[src/rtl/rtc_access_map.svh]
`ifndef RTC_ACCESS_MAP_SVH
`define RTC_ACCESS_MAP_SVH
// ------------------------------------------------------------
// special-function register addresses
// ------------------------------------------------------------
`define ADDR_CTRL_OFS 8'hac
`define DATA_OFS 8'had
`define KEY_OFS 8'hae
// ------------------------------------------------------------
// key codes and lock state values
// ------------------------------------------------------------
`define FIRST_KEY 8'ha5
`define SECOND_KEY 8'hf1
`define LOCK_VAL_LOCKED 8'h00
`define LOCK_VAL_WAIT 8'h01
`define LOCK_VAL_OPEN 8'h02
`define LOCK_VAL_DISABLED 8'h03
// ------------------------------------------------------------
// address/control fields
// ------------------------------------------------------------
`define BUSY_BIT 7
`define AUTOREAD_ENABLE_BIT 6
`define UNUSED_BIT 5
`define SHORT_BIT 4
`define ADDR_MSB 3
`define ADDR_CTRL_RESET 8'h00
`define DATA_RESET 8'h00
// ------------------------------------------------------------
// transfer timing and internal map
// ------------------------------------------------------------
`define XFER_CYCLES_NORMAL 4'h7
`define XFER_CYCLES_SHORT 4'h6
`define CAPTURE_LAST 4'h3
`define ALARM_FIRST 4'h8
`define ALARM_LAST 4'hb
`define INT_REG_COUNT 12
`endif

[src/rtl/rtc_access_pkg.sv]
package rtc_access_pkg;
   typedef enum logic [3:0] {
      LOCKED = 4'h1,
      WAIT_SECOND = 4'h2,
      UNLOCKED = 4'h4,
      DISABLED = 4'h8
   } lock_state_t;
   typedef enum logic [1:0] {
      XFER_IDLE = 2'h1,
      XFER_RUN = 2'h2
   } xfer_state_t;
endpackage

[src/rtl/rtc_locked_indirect_access.sv]
`timescale 1ns/1ns
`include "rtc_access_map.svh"
module rtc_locked_indirect_access
   import rtc_access_pkg::*;
(
   input wire logic ref_clk,          // system clock, 10 MHz
   input wire logic reset_n,          // synchronous reset, active low
   input wire logic [7:0] sfrAddr,    // register address
   input wire logic sfrWr,            // write strobe
   input wire logic sfrRd,            // read strobe
   input wire logic [7:0] sfrWrData,  // write data
   output logic [7:0] sfrRdData       // registered read data
);
   // ------------------------------------------------------------
   // state
   // ------------------------------------------------------------
   lock_state_t lock_reg, lock_next;
   xfer_state_t xfer_reg, xfer_next;
   logic autoread_enable_reg, autoread_enable_next;
   logic short_reg, short_next;
   logic [3:0] addr_reg, addr_next;
   logic [7:0] data_reg, data_next;
   logic [3:0] cnt_reg, cnt_next;
   logic isWrite_reg, isWrite_next;
   logic [7:0] rdOut_next;
   logic memWr;
   logic [7:0] memRd;
   logic [7:0] lockVal;
   localparam logic [7:0] ctrlResetVal = `ADDR_CTRL_RESET;
   logic wrKey, wrAdr, wrDat, rdDat, accessOk, startRd, startWr, lastCycle;

   assign wrKey = sfrWr && sfrAddr == `KEY_OFS;
   assign wrAdr = sfrWr && sfrAddr == `ADDR_CTRL_OFS;
   assign wrDat = sfrWr && sfrAddr == `DATA_OFS;
   assign rdDat = sfrRd && sfrAddr == `DATA_OFS;
   assign accessOk = lock_reg == UNLOCKED;
   assign lastCycle = xfer_reg == XFER_RUN && cnt_reg == 4'h1;
   assign startRd = accessOk && xfer_reg == XFER_IDLE &&
      ((wrAdr && sfrWrData[`BUSY_BIT]) || (rdDat && autoread_enable_reg)); // autoread relaunch
   assign startWr = accessOk && xfer_reg == XFER_IDLE && wrDat;
   assign memWr = lastCycle && isWrite_reg;

   always_comb begin
      case (lock_reg)
         LOCKED: lockVal = `LOCK_VAL_LOCKED;
         WAIT_SECOND: lockVal = `LOCK_VAL_WAIT;
         UNLOCKED: lockVal = `LOCK_VAL_OPEN;
         DISABLED: lockVal = `LOCK_VAL_DISABLED;
         default: lockVal = `LOCK_VAL_DISABLED;
      endcase
   end

   // ------------------------------------------------------------
   // lock and key
   // ------------------------------------------------------------
   always_comb begin
      lock_next = lock_reg;
      case (lock_reg)
         LOCKED: begin
            // wrong first key or locked access
            if ((wrKey && sfrWrData != `FIRST_KEY) || wrAdr || wrDat || rdDat) begin
               lock_next = DISABLED;
            end else if (wrKey) begin
               lock_next = WAIT_SECOND;
            end
         end
         WAIT_SECOND: begin
            if (wrKey && sfrWrData == `SECOND_KEY) begin
               lock_next = UNLOCKED;
            end else if (wrKey || wrAdr || wrDat || rdDat) begin
               lock_next = DISABLED;
            end
         end
         UNLOCKED: begin
            if (wrKey) begin
               lock_next = LOCKED;
            end
         end
         DISABLED: lock_next = DISABLED;
         default: lock_next = DISABLED;
      endcase
   end

   // ------------------------------------------------------------
   // indirect transfer engine
   // ------------------------------------------------------------
   always_comb begin
      xfer_next = xfer_reg;
      cnt_next = cnt_reg;
      isWrite_next = isWrite_reg;
      autoread_enable_next = autoread_enable_reg;
      short_next = short_reg;
      addr_next = addr_reg;
      data_next = data_reg;
      // busy transfers lock out control writes to avoid retargeting midway
      if (accessOk && wrAdr && xfer_reg == XFER_IDLE) begin
         autoread_enable_next = sfrWrData[`AUTOREAD_ENABLE_BIT];
         short_next = sfrWrData[`SHORT_BIT];
         addr_next = sfrWrData[`ADDR_MSB:0];
      end
      if (accessOk && wrDat && xfer_reg == XFER_IDLE) begin
         data_next = sfrWrData;
      end
      case (xfer_reg)
         XFER_IDLE: begin
            if (startRd || startWr) begin
               xfer_next = XFER_RUN;
               isWrite_next = startWr;
               if (wrAdr ? sfrWrData[`SHORT_BIT] : short_reg) begin
                  cnt_next = `XFER_CYCLES_SHORT;
               end else begin
                  cnt_next = `XFER_CYCLES_NORMAL;
               end
            end
         end
         XFER_RUN: begin
            cnt_next = cnt_reg - 4'h1;
            if (lastCycle) begin
               xfer_next = XFER_IDLE;
               if (!isWrite_reg) begin
                  data_next = memRd;
               end
               if (addr_reg <= `CAPTURE_LAST ||
                   (addr_reg >= `ALARM_FIRST && addr_reg <= `ALARM_LAST)) begin
                  addr_next = addr_reg + 4'h1;
               end
            end
         end
         default: xfer_next = XFER_IDLE;
      endcase
   end

   // ------------------------------------------------------------
   // read mux
   // ------------------------------------------------------------
   always_comb begin
      rdOut_next = sfrRdData;
      if (sfrRd) begin
         case (sfrAddr)
            `KEY_OFS: rdOut_next = lockVal;
            `ADDR_CTRL_OFS: rdOut_next = accessOk ?
               {xfer_reg == XFER_RUN, autoread_enable_reg, 1'b0, short_reg, addr_reg} : 8'h00;
            `DATA_OFS: rdOut_next = accessOk ? data_reg : 8'h00;
            default: rdOut_next = 8'h00;
         endcase
      end
   end

   always_ff @(posedge ref_clk) begin
      if (!reset_n) begin
         lock_reg <= LOCKED;
         xfer_reg <= XFER_IDLE;
         cnt_reg <= 4'h0;
         isWrite_reg <= 1'b0;
         autoread_enable_reg <= ctrlResetVal[`AUTOREAD_ENABLE_BIT];
         short_reg <= ctrlResetVal[`SHORT_BIT];
         addr_reg <= ctrlResetVal[`ADDR_MSB:0];
         data_reg <= `DATA_RESET;
         sfrRdData <= 8'h00;
      end else begin
         lock_reg <= lock_next;
         xfer_reg <= xfer_next;
         cnt_reg <= cnt_next;
         isWrite_reg <= isWrite_next;
         autoread_enable_reg <= autoread_enable_next;
         short_reg <= short_next;
         addr_reg <= addr_next;
         data_reg <= data_next;
         sfrRdData <= rdOut_next;
      end
   end

   // capture and alarm bytes in bank
   rtc_internal_regs #(.DEPTH(`INT_REG_COUNT)) u_regs (
      .ref_clk(ref_clk),
      .reset_n(reset_n),
      .wrEn(memWr),
      .addr(addr_reg),
      .wrData(data_reg),
      .rdData(memRd)
   );

   // ------------------------------------------------------------
   // assertions
   // ------------------------------------------------------------
   a_disabled_sticks: assert property (@(posedge ref_clk) disable iff (!reset_n)
      lock_reg == DISABLED |=> lock_reg == DISABLED) else $error("left disabled state");
   a_unlock_seq: assert property (@(posedge ref_clk) disable iff (!reset_n)
      lock_reg == WAIT_SECOND && wrKey && sfrWrData == `SECOND_KEY |=> lock_reg == UNLOCKED)
      else $error("second key did not unlock");
   a_bad_second: assert property (@(posedge ref_clk) disable iff (!reset_n)
      lock_reg == WAIT_SECOND && wrKey && sfrWrData != `SECOND_KEY |=> lock_reg == DISABLED)
      else $error("bad second key not disabled");
   a_relock: assert property (@(posedge ref_clk) disable iff (!reset_n)
      lock_reg == UNLOCKED && wrKey |=> lock_reg == LOCKED) else $error("key write did not relock");
   a_locked_access: assert property (@(posedge ref_clk) disable iff (!reset_n)
      lock_reg == LOCKED && (wrAdr || wrDat) |=> lock_reg == DISABLED) else $error("locked access allowed");
   a_busy_normal: assert property (@(posedge ref_clk) disable iff (!reset_n)
      xfer_reg == XFER_IDLE && (startRd || startWr) && cnt_next == `XFER_CYCLES_NORMAL
      |=> (xfer_reg == XFER_RUN) [*7] ##1 xfer_reg == XFER_IDLE) else $error("normal length wrong");
   a_busy_short: assert property (@(posedge ref_clk) disable iff (!reset_n)
      xfer_reg == XFER_IDLE && (startRd || startWr) && cnt_next == `XFER_CYCLES_SHORT
      |=> (xfer_reg == XFER_RUN) [*6] ##1 xfer_reg == XFER_IDLE) else $error("short length wrong");
   a_status_read: assert property (@(posedge ref_clk) disable iff (!reset_n)
      sfrRd && sfrAddr == `KEY_OFS |=> sfrRdData == $past(lockVal)) else $error("status read wrong");
   a_addr_incr: assert property (@(posedge ref_clk) disable iff (!reset_n)
      lastCycle && addr_reg <= `CAPTURE_LAST |=> addr_reg == $past(addr_reg) + 4'h1)
      else $error("address not incremented");
   a_unused_zero: assert property (@(posedge ref_clk) disable iff (!reset_n)
      sfrRd && sfrAddr == `ADDR_CTRL_OFS |=> sfrRdData[`UNUSED_BIT] == 1'b0) else $error("bit 5 nonzero");
endmodule

[src/rtl/rtc_internal_regs.sv]
`timescale 1ns/1ns
`include "rtc_access_map.svh"
// ------------------------------------------------------------
// clock-domain register bank, read data registered
// ------------------------------------------------------------
module rtc_internal_regs #(
   parameter int DEPTH = `INT_REG_COUNT
) (
   input wire logic ref_clk,          // system clock
   input wire logic reset_n,          // synchronous reset
   input wire logic wrEn,             // one-cycle write strobe
   input wire logic [3:0] addr,       // entry index
   input wire logic [7:0] wrData,     // byte to store
   output logic [7:0] rdData          // registered read byte
);
   logic [7:0] mem_reg [DEPTH];
   logic [7:0] rd_next;

   always_comb begin
      rd_next = 8'h00;
      if (int'(addr) < DEPTH) begin
         rd_next = mem_reg[addr];
      end
   end

   // contents survive reset, as the timekeeping domain does
   always_ff @(posedge ref_clk) begin
      if (wrEn && int'(addr) < DEPTH) begin
         mem_reg[addr] <= wrData;
      end
   end

   always_ff @(posedge ref_clk) begin
      if (!reset_n) begin
         rdData <= 8'h00;
      end else begin
         rdData <= rd_next;
      end
   end
endmodule

[config.mk]
export PLATFORM = sky130hd
export DESIGN_NAME = rtc_locked_indirect_access
export DESIGN_NICKNAME = d
export VERILOG_FILES = /design/src/rtl/rtc_access_pkg.sv /design/src/rtl/rtc_locked_indirect_access.sv /design/src/rtl/rtc_internal_regs.sv
export VERILOG_INCLUDE_DIRS = /design/src /design/src/rtl
export SDC_FILE = /design/constraint.sdc
export NUM_CORES = 1
export LEC_CHECK = 0
export BUFFER_PORTS_ARGS = -buffer_cell sky130_fd_sc_hd__clkbuf_2
export CORE_MARGIN = 8
export CORE_UTILIZATION = 50
export DETAILED_ROUTE_END_ITERATION = 8
export PLACE_DENSITY = 0.7
export SYNTH_ARGS = -nofsm -noshare
export SYNTH_HDL_FRONTEND = slang
export SYNTH_HIERARCHICAL = 1
export SYNTH_SLANG_ARGS = --single-unit
[constraint.sdc]
create_clock -name ref_clk -period 8.35 [get_ports ref_clk]
set_input_delay 0.4175 -clock ref_clk [delete_from_list [all_inputs] [get_ports ref_clk]]
set_output_delay 0.4175 -clock ref_clk [all_outputs]
set_load 0.02 [all_outputs]
Word level (Yosys, flattened, before mapping) --
Memories as Yosys holds them, arrays and structs flattened. A register that Yosys moved wholly into a read port is not among the register bits. Index checks and enable logic that the tools add are counted.
Storage, ports and cells: RAM bits 96, input port bits 20, memories 1, output and inout port bits 8, bits in registers 33, logic and storage cells 94
Memories:
- u_regs.mem_reg | depth 12, bits a word 8, rd ports 1, clocked after memory_dff 1, write ports 1, line rtc_internal_regs.sv:16 | logic [7:0] mem_reg [DEPTH];
Operators by class: multiplexer cells 27, add/sub/neg operators 2, reductions and logical operators 35, equal/unequal tests 16, order comparisons 4
Operators with widths (number):
- 8-bit 2-to-1 mux | 6
- 4-bit 2-to-1 mux | 10
- 8-bit equality test (second input constant) | 4
- 8-bit case mux with 3 select lines | 1
- 1-bit logical AND | 19
- 4-bit case mux with 3 select lines | 1
- 1-bit logical OR | 9
- 4-bit by 1-bit equality test with 1-bit output (second input constant) | 2
- 8-bit inequality test (second input constant) | 1
- 4-bit case mux with 2 select lines | 1
- 2-bit AND reduction | 4
- 3-bit inequality test (second input constant) | 2
- 2-bit case mux with 3 select lines | 1
- 4-bit by 1-bit adder with 4-bit output (second input constant) | 1
- 4-bit by 2-bit equality test with 1-bit output (second input constant) | 1
- 4-bit by 3-bit equality test with 1-bit output (second input constant) | 1
- 4-bit >= comparator (second input constant) | 1
- 4-bit by 2-bit <= comparator with 1-bit output (second input constant) | 1
- 4-bit <= comparator (second input constant) | 1
- 4-bit < comparator (second input constant) | 1
- 1-bit 2-to-1 mux | 4
- 2-bit 2-to-1 mux | 2
- 2-bit inequality test (second input constant) | 2
- 2-bit case mux with 2 select lines | 1
- 7 further kinds | 7

Longest topological paths before layout --
depth after elaboration 8, depth in mapped cells 7, mapped depth without buffers 6

Modules after synthesis --
Netlist, hierarchy kept.
By module, submodules not included:
- rtc_internal_regs | cells an instance 219, instances 1, seq. area each 3042.9 sq um, area an instance 4003.8 sq um
- rtc_locked_indirect_access | cells an instance 227, instances 1, seq. area each 660.6 sq um, area an instance 1880.6 sq um

Worst setup path after synthesis --
No wires, ideal clock.
kind register -> register, from register cnt_reg[0], to memory u_regs.mem_reg[0][0] (enable), period minus slack after synthesis 2.706 ns, library setup time 0.383 ns, required time 7.967 ns, stages on the path, launching flop included 6, arrival 2.322 ns, path slack 5.644 ns, buffers on the path 0, cell sequence dfxtp_1 ha_1 or3b_2 nor3_1 or3b_2 nor3_1
Between the ends: cells in the longest elaborated chain, start to end 6
RTL lines:
- from (decl) | line rtc_locked_indirect_access.sv:23 | logic [3:0] cnt_reg, cnt_next;
- from (signal assigned) | line rtc_locked_indirect_access.sv:163 | cnt_reg <= cnt_next;
- 4-bit by 1-bit equality test with 1-bit output | line rtc_locked_indirect_access.sv:37 | assign lastCycle = xfer_reg == XFER_RUN && cnt_reg == 4'h1;
- 1-bit logical AND | line rtc_locked_indirect_access.sv:37
- 1-bit logical AND | line rtc_locked_indirect_access.sv:41 | assign memWr = lastCycle && isWrite_reg;
- named net memWr | line rtc_locked_indirect_access.sv:26 | logic memWr;
- 1-bit logical AND | line rtc_internal_regs.sv:28 | if (wrEn && int'(addr) < DEPTH) begin
- 1-bit 2-to-1 mux | line rtc_internal_regs.sv:28
- 1-bit 2-to-1 mux (implied by the code) | line rtc_internal_regs.sv:29 | mem_reg[addr] <= wrData;
- to (decl) | line rtc_internal_regs.sv:16
The timed path passes the listed nets, and every way through them passes these cells.

Worst setup path in the final report --
from register cnt_reg[0], to memory u_regs.mem_reg[0][1] (enable)
The elaborated chain is that of the path after synthesis.

==> flow_summary.yaml <==
synth:
  synth_largest_area_cell: "edfxtp_1"
  synth_area_leaders: "edfxtp_1 (49%), dfxtp_1 (14%), mux2_2 (5.5%)"
  synth_edf_count: 96
  avgSynthCellArea_sq_um: 13.2
  yosysSeqAreaShare: 0.629
  synth.cell_area_sq_mm: 0.00588
  synthesis.nets: 469
  synth_async_sr_flop_share: 0
  yosysMostFrequentCell: "edfxtp_1"
  yosys_warnings: 6
  ys.flop_type: "edfxtp_1"
  ys_ff_latch: 137
  ys_types: 58
  netlist_instances: 446
  yosys-top-cells-count: "edfxtp_1 (96), dfxtp_1 (41), mux2_2 (29), o21ai_0 (29), a211oi_1 (20)"
  synth_top_area_share: 0.490
drt:
  antenna_left: 0
  detail_route.vias_per_cell: 6.02
  wl_microns: 13000
  wl_met3_microns: 739
  met2_length_microns: 6260
  drt_first_pass_iters: 5
  wl_per_cell_microns: 20.9
  vias: 3744
  drc: 0
  top_layer_used: "met4"
  drt_iter0_drc: 370
  route.layer.met1.wl_microns: 5820
clock_tree:
  cts_resized: 0
  numCtsBuffers: 17
  cts-hold-fix-buffers: 0
  path_clk_slew_ns: 0.06
  cts_tree: "yes"
  insertion_delay_ns: 0.41
  cts.sinks: 137
  cts-root-buf: "clkbuf_16"
  clockBufferDepth: 2
  ctsHtreeMaxLevel: 4
  post_cts_buffers: 0
timing:
  tightest_slew_ns: 1.04
  period_share: 0.366
  finalHoldViolCount: 0
  rsz0062_at_grt: "false"
  drv_slew: 0
  finalSetupViolations: 0
  slew_headroom: 0.302
  final.setup.tns_ns: 0
  skew_ns: 0.00660
  period_needed_ns: 3.06
  fmax_mhz: 327
die:
  num_io_pins: 28
  initial_core_util: 0.513
  dieArea_sq_mm: 0.0155
  core_sq_mm: 0.0115
  die_y_microns: 124
  rows: 39
  chipWidth_microns: 124
finish:
  register_area_sq_mm: 0.00370
  synthToLayoutAreaGrowth_pct: 13.5
  n_antenna_cell: 0
  drive_gt1_frac: 0.232
  fin_cells: 622
  fin_nets: 489
  fillers: 891
  largest_reg_flops: 96
  multi_input_area_sq_mm: 0.00199
place:
  port_buffers: 27
  place_congestion: 0.914
  detailed_place_hpwl_microns: 8420
  post-place-cells: 590
global_route:
  grt.overflow.total: 0
  antenna_found_initial: 0
  grt_pass1_wl_microns: 19800
  grt_util_all_layers: 0.165
  grt_pass1_vias: 3587
  grt_max_degree: 55
worst_setup_path:
  cp_slowest_stage_delay_ns: 0.78
  cp.arrival_ns: 3.09
  cp-start-kind: "flip-flop"
  slowest_stage: "nor3_1"
  worstPathCellList: "ha_1 -> or3b_2 -> nor3_1 -> or3b_2 -> nor3_1"
  crit_path_max_fanout: 8
  crit_required_ns: 8.38
  critPathKind: "reg2reg"
  endpoint_kind: "flip-flop"
min_path:
  min_path_type: "in2reg"
status:
  status: "finished clean"
power_and_ir_drop:
  powerDensity_mw_per_mm2: 227
  ir_drop_v: 0.000155
  p_leak_nw: 1.87
flow_run:
  drv_cap: 0
==> critical path: cells and delay by family, from the launching register on <==
kind                     cells  cell delay [ns]
AND/OR/NAND/NOR              4             2.14
flip-flops                   1             0.38
adder cells (fa/ha/maj)      1             0.16
==> power breakdown <==
| part | internal (W) | leakage [nW] | total (W) | switching, W |
|---|---|---|---|---|
| clock | 0.000507 | 0.320 | 0.000768 | 0.000261 |
| sequential | 0.000720 | 0.995 | 0.000721 | 0.000000869 |
| combinational | 0.00000991 | 0.552 | 0.0000277 | 0.0000178 |
| total | 0.00124 | 1.87 | 0.00152 | 0.000279 |
==> layout by cell type (no fill, tap or decap), types with 3 or more instances in the layout <==
cell type,instances
a211oi_1,20
a21o_1,3
a21oi_1,15
clkbuf_16,20
clkbuf_2,27
clkbuf_4,4
clkbuf_8,4
dfxtp_1,40
edfxtp_1,96
ha_1,3
inv_1,5
mux2_2,29
mux4_2,6
nand2_1,16
nand2b_1,15
nand3_1,12
nand3b_1,6
nor2_1,19
nor2b_1,11
nor3_1,12
nor4_1,12
nor4b_1,3
o21ai_0,29
o22ai_1,8
o31ai_1,10
or2_2,4
or3_1,3
or3b_2,4
==> per-layer routing <==
metal | up-vias | GRT usage
li1 | 1763 | -
met1 | 1841 | 0.213
met5 | - | 0
met4 | 0 | 0.0723
met2 | 124 | 0.256
met3 | 16 | 0.0438
==> cell type report <==
cell class                      instances  area share
Clock buffer                           28      0.0877
Clock inverter                          4     0.00693
Inverter                                6     0.00337
Multi-Input combinational cell        275       0.298
Sequential cell                       137       0.555
Tap cell                              143      0.0268
Timing Repair Buffer                   29      0.0225
==> cell families after synthesis <==
| logic type | after synthesis | share of synthesized area |
|---|---|---|
| buffers and inverters | 34 | 0.0323 |
| XOR/XNOR | 3 | 0.00447 |
| multiplexers | 38 | 0.0891 |
| AND/OR/NAND/NOR | 131 | 0.129 |
| flip-flops | 137 | 0.629 |
| AO/OA/AOI/OAI | 100 | 0.110 |
| adder cells (fa/ha/maj) | 3 | 0.00638 |
==> worst paths after layout <==
path / start / end / slack [ns] / cells past startpoint
min: sfrWrData[3] / addr_reg[3] / 0.30 / 3
max: cnt_reg[0] / u_regs/mem_reg[0][1] / 5.29 / 5
max reg2reg: cnt_reg[0] / u_regs/mem_reg[0][1] / 5.29 / 5
min reg2reg: sfrRdData[4] / sfrRdData[4] / 0.47 / 2
==> stage by stage <==
| step | util | power, W | instance area, sq um | worst slack (ns) | hold WS (ns) |
|---|---|---|---|---|---|
| after floorplan | - | 0.000752 | 5880 | 5.64 | 0.459 |
| after CTS | 0.582 | 0.00153 | 6680 | 5.31 | 0.281 |
| after detailed placement | 0.527 | 0.000762 | 6050 | 5.32 | 0.464 |
| after global routing | 0.582 | 0.00156 | 6680 | 5.13 | 0.313 |
| after global placement | 0.527 | 0.000762 | 6050 | 5.39 | 0.457 |
| final | 0.582 | 0.00152 | 6680 | 5.29 | 0.302 |
Power figures use the tool's default switching activity.
